## src/hdl/spi_eeprom_pkg.sv

```systemverilog
// Notes on behaviour
// RULE_01: Device is slave; serial clock only input.
// RULE_02: All bytes shift most significant bit first.
// RULE_03: First eight bits after select form opcode.
// RULE_04: Unknown opcode: ignore input, output stays off.
// RULE_05: Deselected: ignore data input, output off.
// RULE_06: Pause asserted with clock low freezes sequence.
// RULE_07: Pause release resumes; paused clock edges ignored.
// RULE_08: While paused: output off, data input ignored.
// RULE_09: Guard pin low, guard enabled: refuse status writes.
// RULE_10: Guard falling during select aborts status write.
// RULE_11: Guard enable clear: guard pin fully ignored.
// RULE_12: Decode latch set, latch clear, status read.
// RULE_13: Decode status write, array read, array write.
// RULE_14: Latch starts clear; set it before programming.
// RULE_15: Latch clear works whatever the guard pin.
// RULE_16: Status bit 0 shows write cycle busy.
// RULE_17: Bit 1 latch, bits 3:2 level, 7 guard.
// RULE_18: Status bits 6:4 read zero when idle.
// RULE_19: Status reads all ones while write runs.
// RULE_20: Protect level selects read-only address range.
// RULE_21: Level and guard bits written by timed cycle.
// RULE_22: Hardware protect blocks status, protected blocks only.
// RULE_23: Guard enable cannot clear under hardware protect.
// RULE_24: During write cycle only status read accepted.
// RULE_25: Write cycle end clears the write latch.
// RULE_26: Sample on rising clock, shift out falling.
// RULE_27: Select rising ends command, output off, restart.
package spi_eeprom_pkg;

  ////////////////////////////////////////////////////////////////////////////
  // Timing
  localparam int CLK_HZ = 50_000_000; // Core clock rate
  localparam int WRITE_TIME_US = 5000; // Longest self-timed write, microseconds
  // Longest time rounds down to whole cycles
  localparam int WRITE_CYCLES = (WRITE_TIME_US * (CLK_HZ / 1_000_000));

  ////////////////////////////////////////////////////////////////////////////
  // Instruction codes, bit 3 masked off as don't-care
  localparam logic [7:0] OP_MASK = 8'hF7;
  localparam logic [7:0] OP_LATCH_SET = 8'h06; // latch_set_cmd
  localparam logic [7:0] OP_LATCH_CLEAR = 8'h04; // latch_clear_cmd
  localparam logic [7:0] OP_STATUS_READ = 8'h05; // status_read_cmd
  localparam logic [7:0] OP_STATUS_WRITE = 8'h01; // status_write_cmd
  localparam logic [7:0] OP_ARRAY_READ = 8'h03;
  localparam logic [7:0] OP_ARRAY_WRITE = 8'h02;

  ////////////////////////////////////////////////////////////////////////////
  // protection_status layout
  localparam int STAT_BUSY_BIT = 0;
  localparam int STAT_LATCH_BIT = 1;
  localparam int STAT_LEVEL_LO_BIT = 2; // protect_level_low
  localparam int STAT_LEVEL_HI_BIT = 3; // protect_level_high
  localparam int STAT_GUARD_BIT = 7; // guard_pin_enable
  localparam logic [7:0] STAT_BUSY_VALUE = 8'hFF; // Shown during a write cycle

  ////////////////////////////////////////////////////////////////////////////
  // Address space
  localparam int ADDR_BITS = 17;
  localparam logic [1:0] ADDR_LAST_BYTE = 2'h2; // Three address bytes
  localparam logic [16:0] QUARTER_BASE = 17'h18000;
  localparam logic [16:0] HALF_BASE = 17'h10000;

  ////////////////////////////////////////////////////////////////////////////
  // Types
  typedef enum logic [2:0] {
    ST_OPCODE = 3'b000,
    ST_ADDR = 3'b001,
    ST_WRDATA = 3'b010,
    ST_STATUS_OUT = 3'b011,
    ST_STATUS_IN = 3'b100,
    ST_DATA_OUT = 3'b101,
    ST_IGNORE = 3'b110
  } cmd_state_t;

  typedef struct packed {
    logic csN; // Chip select, low active
    logic sck; // Serial clock
    logic si; // Serial data in
    logic holdN; // Pause, low active
    logic guardN; // Write-guard pin, low active
  } pin_in_t;

  typedef struct packed {
    logic guardEnable; // guard_pin_enable
    logic [1:0] level; // protect_level_high, protect_level_low
  } nv_status_t;

  localparam pin_in_t PINS_IDLE = 5'h17; // csN=1, sck=0, si=1, holdN=1, guardN=1
  localparam nv_status_t NV_RESET = 3'h0; // Stored bits after reset

endpackage

```

## src/hdl/spi_eeprom_command_protect.sv

```systemverilog
`timescale 1ns/1ps
module spi_eeprom_command_protect #(
  parameter int WRITE_CYCLES = spi_eeprom_pkg::WRITE_CYCLES // Write cycle length
)(
  input wire logic ref_clk, // Core clock
  input wire logic srst, // Synchronous reset, high
  input wire logic csN, // Chip select pin, low active
  input wire logic sck, // Serial clock pin from master
  input wire logic si, // Serial data in pin
  input wire logic holdN, // Pause pin, low active
  input wire logic guardN, // Write-guard pin, low active
  output logic soOut, // Serial data out level
  output logic soOe, // Serial data out enable, high drives
  output logic busy, // Internal write cycle running
  output logic writeLatch, // Write enable latch
  output logic [16:0] arrayAddr, // Array address pointer
  input wire logic [7:0] arrayRdData, // Array byte at arrayAddr
  output logic [7:0] arrayWrData, // Received write data byte
  output logic arrayWrStrobe, // Pulse: arrayWrData valid at arrayAddr
  output logic arrayWriteGo // Pulse: array write cycle starts
);

  ////////////////////////////////////////////////////////////////////////////
  // State record
  typedef struct packed {
    spi_eeprom_pkg::pin_in_t meta; // First synchroniser stage
    spi_eeprom_pkg::pin_in_t sync; // Second synchroniser stage
    logic sckPrev; // Last sampled serial clock
    logic csPrev; // Last sampled chip select
    spi_eeprom_pkg::cmd_state_t state; // Command parser state
    logic [2:0] bitCnt; // Bits of current byte
    logic [7:0] rxShift; // Receive shifter
    logic [1:0] addrCnt; // Address bytes taken
    logic isWrite; // Array command is a write
    logic [16:0] addr; // Array pointer
    logic [7:0] txShift; // Transmit shifter
    logic soOut; // Output bit
    logic soOe; // Output enable
    logic txLive; // A byte is being shifted out
    logic latch; // Write enable latch
    spi_eeprom_pkg::nv_status_t nv; // Stored protection bits
    spi_eeprom_pkg::nv_status_t pend; // Value waiting for cycle end
    logic pendValid; // Pending status write
    logic busy; // Write cycle running
    logic [31:0] wcnt; // Write cycle timer
    logic dataSeen; // Whole data byte received
    logic stDone; // Whole status byte received
    logic guardLowSeen; // Guard pin seen low this selection
    logic [7:0] wrByte; // Last data byte
    logic wrStrobe; // Data byte pulse
    logic writeGo; // Array cycle start pulse
  } state_t;

  state_t r_r; // Registered state
  state_t r_nxt; // Next state

  ////////////////////////////////////////////////////////////////////////////
  // Helpers

  // Opcode match with bit 3 treated as don't-care
  function automatic logic opIs(input logic [7:0] code, input logic [7:0] op);
    opIs = ((code & spi_eeprom_pkg::OP_MASK) == op);
  endfunction

  // Address inside the read-only range chosen by the level bits
  function automatic logic isProtected(input logic [1:0] level, input logic [16:0] a);
    logic hit;
    hit = 1'b0;
    case (level)
      2'h0: hit = 1'b0; // Nothing protected [RULE_20]
      2'h1: hit = (a >= spi_eeprom_pkg::QUARTER_BASE); // Top quarter [RULE_20]
      2'h2: hit = (a >= spi_eeprom_pkg::HALF_BASE); // Top half [RULE_20]
      default: hit = 1'b1; // Whole array [RULE_20]
    endcase
    isProtected = hit;
  endfunction

  // Byte shown by a status read
  function automatic logic [7:0] statusByte(input logic bsy, input logic wel,
                                            input spi_eeprom_pkg::nv_status_t nv);
    logic [7:0] b;
    b = 8'h00; // Bits 6:4 stay zero when idle [RULE_18]
    b[spi_eeprom_pkg::STAT_BUSY_BIT] = bsy; // [RULE_16]
    b[spi_eeprom_pkg::STAT_LATCH_BIT] = wel; // [RULE_17]
    b[spi_eeprom_pkg::STAT_LEVEL_LO_BIT] = nv.level[0]; // [RULE_17]
    b[spi_eeprom_pkg::STAT_LEVEL_HI_BIT] = nv.level[1]; // [RULE_17]
    b[spi_eeprom_pkg::STAT_GUARD_BIT] = nv.guardEnable; // [RULE_17]
    if (bsy)
    begin
      b = spi_eeprom_pkg::STAT_BUSY_VALUE; // All ones mid-cycle [RULE_19]
    end
    statusByte = b;
  endfunction

  ////////////////////////////////////////////////////////////////////////////
  // Next-state logic
  always_comb
  begin
    logic sel;
    logic paused;
    logic sckRise;
    logic sckFall;
    logic csRise;
    logic hwGuard;
    logic [7:0] rxByte;
    logic [7:0] txByte;
    sel = 1'b0;
    paused = 1'b0;
    sckRise = 1'b0;
    sckFall = 1'b0;
    csRise = 1'b0;
    hwGuard = 1'b0;
    rxByte = 8'h00;
    txByte = 8'h00;
    r_nxt = r_r;
    r_nxt.writeGo = 1'b0;
    r_nxt.wrStrobe = 1'b0;

    // Pins cross into ref_clk through two flops; the first is read only here
    r_nxt.meta = '{csN: csN, sck: sck, si: si, holdN: holdN, guardN: guardN};
    r_nxt.sync = r_r.meta;
    r_nxt.sckPrev = r_r.sync.sck;
    r_nxt.csPrev = r_r.sync.csN;

    // Clock is only observed, never driven [RULE_01]
    sel = !r_r.sync.csN;
    paused = !r_r.sync.holdN;
    // Edges seen during a pause are dropped, prev keeps tracking [RULE_06] [RULE_07]
    sckRise = sel && !paused && r_r.sync.sck && !r_r.sckPrev;
    sckFall = sel && !paused && !r_r.sync.sck && r_r.sckPrev;
    csRise = r_r.sync.csN && !r_r.csPrev;
    rxByte = {r_r.rxShift[6:0], r_r.sync.si}; // MSB first in [RULE_02]

    // Guard pin counts only when guard enable is set [RULE_11]
    hwGuard = r_r.nv.guardEnable && (r_r.guardLowSeen || !r_r.sync.guardN);

    // Page pointer steps after each byte, high bits stay put
    if (r_r.wrStrobe)
    begin
      r_nxt.addr[6:0] = r_r.addr[6:0] + 7'h01;
    end

    // Self-timed write cycle; guard pin cannot reach it once started [RULE_10]
    if (r_r.busy)
    begin
      if (r_r.wcnt == 32'(WRITE_CYCLES - 1))
      begin
        r_nxt.busy = 1'b0;
        r_nxt.wcnt = 32'h00000000;
        r_nxt.latch = 1'b0; // Back to write disabled [RULE_25]
        if (r_r.pendValid)
        begin
          r_nxt.nv = r_r.pend; // Stored bits land at cycle end [RULE_21]
          r_nxt.pendValid = 1'b0;
        end
      end
      else
      begin
        r_nxt.wcnt = r_r.wcnt + 32'h00000001;
      end
    end

    // Any low guard level while selected arms the abort [RULE_10]
    if (sel && !r_r.sync.guardN)
    begin
      r_nxt.guardLowSeen = 1'b1;
    end

    if (!sel)
    begin
      // Deselected: parser waits for a new opcode, output off [RULE_05] [RULE_27]
      r_nxt.state = spi_eeprom_pkg::ST_OPCODE;
      r_nxt.bitCnt = 3'h0;
      r_nxt.addrCnt = 2'h0;
      r_nxt.txLive = 1'b0;
      r_nxt.dataSeen = 1'b0;
      r_nxt.stDone = 1'b0;
      r_nxt.guardLowSeen = 1'b0;
      if (csRise && !r_r.busy)
      begin
        // Array program needs latch and an unprotected page [RULE_14] [RULE_20] [RULE_22]
        if (r_r.state == spi_eeprom_pkg::ST_WRDATA && r_r.dataSeen && r_r.latch &&
            !isProtected(r_r.nv.level, r_r.addr))
        begin
          r_nxt.busy = 1'b1;
          r_nxt.wcnt = 32'h00000000;
          r_nxt.writeGo = 1'b1;
        end
        // Status program needs latch and no hardware guard [RULE_09] [RULE_21] [RULE_23]
        // Parser has already left the status-in state once the byte is whole
        if (r_r.stDone && r_r.latch && !hwGuard)
        begin
          r_nxt.busy = 1'b1;
          r_nxt.wcnt = 32'h00000000;
          r_nxt.pendValid = 1'b1;
        end
      end
    end
    else if (sckRise)
    begin
      // Data taken on the rising edge [RULE_26]
      r_nxt.rxShift = rxByte;
      r_nxt.bitCnt = r_r.bitCnt + 3'h1;
      if (r_r.bitCnt == 3'h7)
      begin
        case (r_r.state)
          spi_eeprom_pkg::ST_OPCODE:
          begin
            // Eighth bit completes the opcode [RULE_03]
            r_nxt.state = spi_eeprom_pkg::ST_IGNORE; // Unknown opcode [RULE_04]
            if (r_r.busy)
            begin
              // Mid-cycle only the status read gets through [RULE_24]
              if (opIs(rxByte, spi_eeprom_pkg::OP_STATUS_READ))
              begin
                r_nxt.state = spi_eeprom_pkg::ST_STATUS_OUT;
              end
            end
            else if (opIs(rxByte, spi_eeprom_pkg::OP_LATCH_SET))
            begin
              r_nxt.latch = 1'b1; // [RULE_12] [RULE_14]
            end
            else if (opIs(rxByte, spi_eeprom_pkg::OP_LATCH_CLEAR))
            begin
              r_nxt.latch = 1'b0; // Guard pin plays no part [RULE_12] [RULE_15]
            end
            else if (opIs(rxByte, spi_eeprom_pkg::OP_STATUS_READ))
            begin
              r_nxt.state = spi_eeprom_pkg::ST_STATUS_OUT; // [RULE_12]
            end
            else if (opIs(rxByte, spi_eeprom_pkg::OP_STATUS_WRITE))
            begin
              r_nxt.state = spi_eeprom_pkg::ST_STATUS_IN; // [RULE_13]
            end
            else if (opIs(rxByte, spi_eeprom_pkg::OP_ARRAY_READ))
            begin
              r_nxt.state = spi_eeprom_pkg::ST_ADDR; // [RULE_13]
              r_nxt.isWrite = 1'b0;
            end
            else if (opIs(rxByte, spi_eeprom_pkg::OP_ARRAY_WRITE))
            begin
              r_nxt.state = spi_eeprom_pkg::ST_ADDR; // [RULE_13]
              r_nxt.isWrite = 1'b1;
            end
          end
          spi_eeprom_pkg::ST_ADDR:
          begin
            // Three bytes, MSB first; top seven bits fall off [RULE_02]
            r_nxt.addr = {r_r.addr[8:0], rxByte};
            r_nxt.addrCnt = r_r.addrCnt + 2'h1;
            if (r_r.addrCnt == spi_eeprom_pkg::ADDR_LAST_BYTE)
            begin
              r_nxt.state = r_r.isWrite ? spi_eeprom_pkg::ST_WRDATA : spi_eeprom_pkg::ST_DATA_OUT;
            end
          end
          spi_eeprom_pkg::ST_WRDATA:
          begin
            // Bytes are handed out; the page buffer lives outside
            r_nxt.wrByte = rxByte;
            r_nxt.wrStrobe = 1'b1;
            r_nxt.dataSeen = 1'b1;
          end
          spi_eeprom_pkg::ST_STATUS_IN:
          begin
            // Only the stored bits are taken; extra bytes are ignored
            r_nxt.pend.guardEnable = rxByte[spi_eeprom_pkg::STAT_GUARD_BIT];
            r_nxt.pend.level = {rxByte[spi_eeprom_pkg::STAT_LEVEL_HI_BIT],
                                rxByte[spi_eeprom_pkg::STAT_LEVEL_LO_BIT]};
            r_nxt.stDone = 1'b1;
            r_nxt.state = spi_eeprom_pkg::ST_IGNORE;
          end
          default:
          begin
            // Output and ignore phases drop incoming bytes [RULE_04]
            r_nxt.state = r_r.state;
          end
        endcase
      end
    end
    else if (sckFall)
    begin
      // Output changes on the falling edge [RULE_26]
      if ((r_r.state == spi_eeprom_pkg::ST_STATUS_OUT || r_r.state == spi_eeprom_pkg::ST_DATA_OUT) &&
          r_r.bitCnt == 3'h0)
      begin
        if (r_r.state == spi_eeprom_pkg::ST_STATUS_OUT)
        begin
          txByte = statusByte(r_r.busy, r_r.latch, r_r.nv); // Re-read every byte
        end
        else
        begin
          txByte = arrayRdData;
          r_nxt.addr = r_r.addr + 17'h00001; // Whole-array roll-over
        end
        r_nxt.soOut = txByte[7]; // MSB first out [RULE_02]
        r_nxt.txShift = {txByte[6:0], 1'b0};
        r_nxt.txLive = 1'b1;
      end
      else if (r_r.txLive)
      begin
        r_nxt.soOut = r_r.txShift[7]; // [RULE_02]
        r_nxt.txShift = {r_r.txShift[6:0], 1'b0};
      end
    end

    // Drive only while selected, not paused, with a byte under way [RULE_05] [RULE_08]
    r_nxt.soOe = sel && !paused && r_nxt.txLive;
  end

  ////////////////////////////////////////////////////////////////////////////
  // State register
  always_ff @(posedge ref_clk)
  begin
    if (srst)
    begin
      r_r <= '0;
      r_r.meta <= spi_eeprom_pkg::PINS_IDLE; // Look deselected after reset
      r_r.sync <= spi_eeprom_pkg::PINS_IDLE;
      r_r.sckPrev <= 1'b0;
      r_r.csPrev <= 1'b1;
      r_r.nv <= spi_eeprom_pkg::NV_RESET;
      r_r.latch <= 1'b0; // Write disabled at start [RULE_14]
    end
    else
    begin
      r_r <= r_nxt;
    end
  end

  ////////////////////////////////////////////////////////////////////////////
  // Outputs, all from flops
  assign soOut = r_r.soOut;
  assign soOe = r_r.soOe;
  assign busy = r_r.busy;
  assign writeLatch = r_r.latch;
  assign arrayAddr = r_r.addr;
  assign arrayWrData = r_r.wrByte;
  assign arrayWrStrobe = r_r.wrStrobe;
  assign arrayWriteGo = r_r.writeGo;

endmodule

```

## config.mk

```make
export PLATFORM = sky130hd
export DESIGN_NAME = spi_eeprom_command_protect
export DESIGN_NICKNAME = d
export VERILOG_FILES = /design/src/hdl/spi_eeprom_pkg.sv /design/src/hdl/spi_eeprom_command_protect.sv
export SDC_FILE = /design/constraint.sdc
export NUM_CORES = 1
export LEC_CHECK = 0
export BUFFER_PORTS_ARGS = -buffer_cell sky130_fd_sc_hd__buf_4
export CAP_MARGIN = 20
export CORE_UTILIZATION = 32
export DETAILED_ROUTE_END_ITERATION = 7
export PLACE_DENSITY = 0.45
export SETUP_SLACK_MARGIN = 0.1
export SYNTH_ARGS = -nofsm -noshare
export SYNTH_HDL_FRONTEND = slang
export SYNTH_SLANG_ARGS = --single-unit
```

## constraint.sdc

```tcl
create_clock -name ref_clk -period 3.7 [get_ports ref_clk]
set_input_delay 0.185 -clock ref_clk [delete_from_list [all_inputs] [get_ports ref_clk]]
set_output_delay 0.185 -clock ref_clk [all_outputs]
set_load 0.05 [all_outputs]
```

==> results of run 1 <==
## power by group
| group | leakage (nW) | total (mW) | switching [mW] | internal (mW) |
|---|---|---|---|---|
| Clock | 0.139 | 0.932 | 0.423 | 0.509 |
| Sequential | 0.880 | 1.19 | 0.00791 | 1.18 |
| Combinational | 1.05 | 0.0558 | 0.0332 | 0.0227 |
## how the worst max path moves through the flow
stage / endpoint / slack (ps) / cells past startpoint
final: arrayAddr[15] / 1340 / 5
after CTS: r_r[31] / 1310 / 6
after floorplan: r_r[39] / 1490 / 8
after global routing: arrayAddr[15] / 1130 / 5
after global placement: r_r[28] / 1290 / 6
after detailed placement: r_r[31] / 1330 / 6
## cell usage in the layout, fill, tap and decap left out, types with 3 or more instances in the layout
cell type    n
or2_2       15
clkbuf_16    9
and3_1       7
and4bb_2     3
dfxtp_1    109
nand3_1     21
nand2_1     55
a221oi_1     3
mux2i_1     14
nor4b_1      5
and4_1       4
or3_1        4
clkbuf_8     3
nor2_2       4
and2_1       3
nor2b_1      5
buf_4       49
o21ai_0     18
nand4_1     16
xnor2_1     26
o211ai_1     5
inv_1       19
or4_1        5
nor4_1      10
ha_1         7
a21oi_1     38
nor3_1      12
a22oi_1      7
nor2_1      73
a31oi_1     12
xor2_1      11
nand2b_1     9
## per-stage QoR
stage	util, %	power (mW)	hold WS (ps)	setup slack, ps	cell area, sq um
global placement	34.8	1.27	372	1290	5560
global route	36.6	2.27	1.91	1130	5850
floorplan	-	1.25	289	1490	5290
detailed placement	34.8	1.27	373	1330	5560
CTS	36.5	2.21	3.93	1310	5840
finish	36.6	2.18	15.0	1340	5850
## final cells by class
class	count	area, sq um
flip-flops and latches	109	2180
fillers	1705	10100
clock buffers	14	274
well taps	216	270
repair buffers	50	378
inverters	20	75.1
multi-input cells	433	2670
clock inverters	1	5.00
## registers in the layout (all words and copies together), names as in the netlist
name	cells
arrayWriteGo	1
busy	1
soOut	1
arrayWrStrobe	1
r_nxt	7
arrayWrData	8
soOe	1
r_r	71
writeLatch	1
arrayAddr	17
## cells by family after synthesis
kind of cell / after synthesis / synth area share (%)
adders and majority gates: 7 / 1.65
DFF: 109 / 41.2
buffers and inverters: 83 / 8.34
muxes: 15 / 2.86
AOI/OAI and AO/OA: 105 / 12.5
and+or+nand+nor: 269 / 27.3
xor gates and xnor gates: 37 / 6.12
## critical path: stages (launching register included)
cell	delay [ps]
dfxtp_1	580
and4bb_2	370
and3_1	390
nand2_1	220
or4_1	540
a31oi_1	180
## layer usage
metal  vias up  global-route usage [%]
met5         -                       0
met4         0                    5.00
met3        17                    4.07
met2       101                    24.1
met1      2098                    24.1
li1       2158                       -
==> impl_results.md, run 1 <==
* CTS Buf Count at 9
* Post-synth ARST share at 0%
* DRC Markers at 0
* Area grow syn2layout at 10.6%
* CTS-repair resized insts at 0
* Number of H-tree levels at 3
* FP Rows at 46
* Cell chosen for the clock root: clkbuf_16
* I/O pin cnt at 46
* Achievable Freq at 0.423 GHz
* Min-Delay Endpoint: r_nxt[105]
* Final GP Congestion at 0.829
* Hold Crit Depth at 2
* Top-count cell post-synth: dfxtp_1
* Setup TNS at 0 ps
* Vias in the first global route at 4,060
* Netlist Area Pre-Place at 5290 sq um
* Proportion of layout cells with a drive suffix above 1 at 15.2%
* Routed length on met3 at 637 um
* Post-DR vias/cell at 5.19
* Top post-synthesis cells by count: 109 x dfxtp_1, 73 x nor2_1, 55 x nand2_1, 38 x a21oi_1, 28 x buf_4
* Core area at 16,000 sq um
* WL final at 13.4 mm
* Synth Warn # at 0
* Iter 0 DRT Violations at 261
* CTS tree: built
* Final number of max-transition violations at 0
* Die Y at 131 um
* FF-to-FF End: arrayAddr[15]
* Metal2 WL at 5.51 mm
* Highest Signal Layer: met4
* CP startpoint kind: flop
* Tcrit/Tclk final at 63.8%
* Hold Vio Cnt, Final at 0
* Rel. slew slack at 53.4%
* Top FF cell, synth: dfxtp_1
* Static Leak at 2.07 nW
* Min Tclk post-route at 2360 ps
* Non-Filler Instances at 843
* Cells after Synth at 625
* DR vias at 4,374
* RSZ-0062 raised after global routing: no
* Yosys top cell area share at 41.2%
* Worst flop-to-flop path startpoint: r_r[96]
* Post-synth EDFFs at 0
* Outcome: finished, final reports clean
* Required @ worst endpoint at 3970 ps
* First-pass GRT wire length at 21.7 mm
* Layout Nets at 645
* Main area contributors after synthesis: dfxtp_1 41%, nor2_1 5.2%, xnor2_1 4.3%
* Clock latency on the worst-skew pair at 350 ps
* Post-CTS Setup Inserts at 0
* Hold buffer count at CTS at 0
* Avg Cell Area, Syn at 8.47 sq um
* Antenna viol nets, final at 0
* Critical Path Start: r_r[96]
* Sequential share of the synthesized area at 41.2%
* Endpoint type of the worst setup path: flop
* Metal-1 WL at 6.99 mm
* Grt total ovfl at 0
* Yosys reg bits at 109
* Max Cap Viol at 0
* Initial cell density of the core at 33.1%
* Reg2reg path depth at 5
* Area leader, netlist: dfxtp_1
* Clock Skew at 6.92 ps
* Clock Tree Buf Depth at 2
* Antenna violations before repair at 0
* Hold path startpoint: csN
* Hold crit path type: input pin to flop
* Worst-margin pin slew at 697 ps
* Avg WL per Cell at 15.8 um
* Reg2Reg Setup Slack at 1340 ps
* Drt pass-1 iters at 5
* CP max FO at 13
* Synth cell types at 67
* Endpoints failing setup at 0
* Die outline area at 17,100 sq um
* Diode count at 0
* CP Class: flop to flop
* Clock sink count at 109
* PortBufs at 45
* Largest net degree at the start of global routing at 58
* Peak supply drop at 0.218 mV
* GRT Resource Usage Total at 16.6%
* PD cells at 372 nW/um^2
* Worst-path clk slew at 70 ps
* Placed insts at 827
* DIE WIDTH at 131 um
* Post-DP HPWL at 9.36 mm
* Post-Syn Nets at 647
* CP Data Arrival Time at 2640 ps
Note: power is estimated with default switching activity, not from simulation.
==> run 2, diff against run 1 <==
Settings changed: PLACE_DENSITY 0.45 to 0.47.
Clock period 3.7 ns to 2.1 ns, I/O delays scaled along.
==> impl_results.md, run 2 (synthesized netlist as in run 1, its figures left out) <==
* Most frequent cells in the layout: 107 x dfxtp_1, 80 x buf_4, 72 x nor2_1
* Rel. slew slack at 68.7%
* Drt pass-1 iters at 4
* Post-DR vias/cell at 5.01
* DIE WIDTH at 131 um
* Worst-margin pin slew at 469 ps
* Tcrit/Tclk final at 93.1%
* Antenna viol nets, final at 0
* FF-to-FF End: arrayAddr[0]
* Hold Crit Depth at 3
* CTS tree: built
* Largest net degree at the start of global routing at 33
* Largest delay share family, worst path: simple AND/OR/NAND/NOR gates
* Area grow syn2layout at 18.0%
* WL final at 13.2 mm
* Multi-input gate area at 2720 sq um
* Worst flop-to-flop path startpoint: r_r[93]
* WHS at 62.1 ps
* Hold path startpoint: arrayRdData[5]
* Reg2Reg Setup Slack at 140 ps
* Outcome: finished, final reports clean
* Initial cell density of the core at 33.1%
* Die outline area at 17,100 sq um
* CP Buf/Inv Count at 2
* Reg power frac at 53.0%
* Required @ worst endpoint at 2380 ps
* Commonest non-fill, non-tap cell in the layout: dfxtp_1
* Clock Tree Buf Depth at 2
* Proportion of layout cells with a drive suffix above 1 at 21.3%
* Peak supply drop at 0.378 mV
* Number of H-tree levels at 3
* Crit-path slowest cell: dfxtp_1
* Pwr Total at 3.94 mW
* Fill count at 1,689
* Register area at 2190 sq um
* Antenna violations before repair at 0
* Iter 0 DRT Violations at 254
* CP Class: flop to flop
* PortBufs at 45
* Reg2reg path depth at 8
* Clock latency on the worst-skew pair at 350 ps
* PD cells at 630 nW/um^2
* CP Data Arrival Time at 2240 ps
* Clock share of power at 44.0%
* Post-layout util at 39.0%
* DR vias at 4,421
* CP cell instances: inv_1 -> ha_1 -> and4bb_2 -> buf_4 -> nand3_1 -> nand2_1 -> or3_1 -> a31oi_1
* Cell chosen for the clock root: clkbuf_16
* Internal power at 3.03 mW
* Hold crit path type: input pin to flop
* Post-DP HPWL at 9.57 mm
* DRC Markers at 0
* Vias in the first global route at 4,138
* GRT Resource Usage Total at 16.4%
* Clock Skew at 10.4 ps
* FP Rows at 46
* Hold Vio Cnt, Final at 0
* Endpoint type of the worst setup path: flop
* Non-Filler Instances at 882
* Max Cap Viol at 0
* Die Y at 131 um
* CP startpoint kind: flop
* Static Leak at 2.28 nW
* Core area at 16,000 sq um
* Switching share of power at 23.1%
* Avg WL per Cell at 15.0 um
* Critical Path Start: r_r[93]
* RSZ-0062 raised after global routing: yes
* Worst-path clk slew at 80 ps
* Achievable Freq at 0.511 GHz
* I/O pin cnt at 46
* Combinational Power Share at 3.0%
* Final GP Congestion at 0.795
* Placed insts at 859
* Max reg flops at 71
* P_sw at 909 uW
* CP max FO at 4
* CTS Buf Count at 9
* Min Tclk post-route at 1960 ps
* First-pass GRT wire length at 21.4 mm
* Worst path max stage delay at 360 ps
* Diode count at 0
* Final number of max-transition violations at 0
* Min-Delay Endpoint: r_r[63]
* Layout Nets at 683
* Endpoints failing setup at 0
* Largest Register: r_r
* Grt total ovfl at 0
* Clock sink count at 109
==> run 2: layout make-up <==
class                           instances  share of cell area (%)
Inverter                               20                    1.20
Timing Repair Buffer                   88                    11.1
Multi-Input combinational cell        433                    43.5
Clock inverter                          6                   0.861
Sequential cell                       109                    35.0
Tap cell                              216                    4.33
Clock buffer                           10                    4.01
==> run 2: power by group through the flow <==
stage	combinational [mW]	clock [mW]	sequential, mW
after floorplan	0.0662	0	2.13
after global placement	0.111	0	2.13
after detailed placement	0.111	0	2.13
after CTS	0.120	1.79	2.09
after global routing	0.130	1.87	2.09
final	0.119	1.73	2.09
==> run 2: metrics by stage <==
step / worst slack (ps) / cell area, sq um / TNS (ps)
finish: 144 / 6250 / 0
global route: 67.2 / 6250 / 0
CTS: 115 / 6190 / 0
detailed placement: -25.3 / 5820 / -25.3
global placement: 30.0 / 5820 / 0
floorplan: 152 / 5300 / 0
==> run 2: what timing repair did <==
action,CTS,global route
gates resized for setup,2,10
endpoints found under the hold margin,6,0
setup endpoints to repair,2,10
hold buffers,6,0
buffers inserted,0,1
pin swaps,1,1
==> run 2: worst register-to-register path: stages (launching register included) <==
cell and delay [ps]:
dfxtp_1 360, inv_1 70, ha_1 210, and4bb_2 270
buf_4 140, nand3_1 180, nand2_1 160, or3_1 340
a31oi_1 170
==> run 2: worst max-delay path by stage <==
| stage | to | cells past startpoint |
|---|---|---|
| 6_report | arrayAddr[0] | 8 |
| 3_3_place_gp | arrayAddr[1] | 6 |
| 3_5_place_dp | arrayAddr[1] | 6 |
| 4_1_cts | arrayAddr[1] | 8 |
| 2_1_floorplan | r_r[39] | 8 |
| 5_1_grt | arrayAddr[0] | 8 |
==> run 2: layer usage <==
layer | global-route usage, % | share of wire [%]
met3 | 2.40 | 3.0
met4 | 6.02 | 1.4
met2 | 24.3 | 41
met1 | 23.9 | 54
met5 | 0 | 0
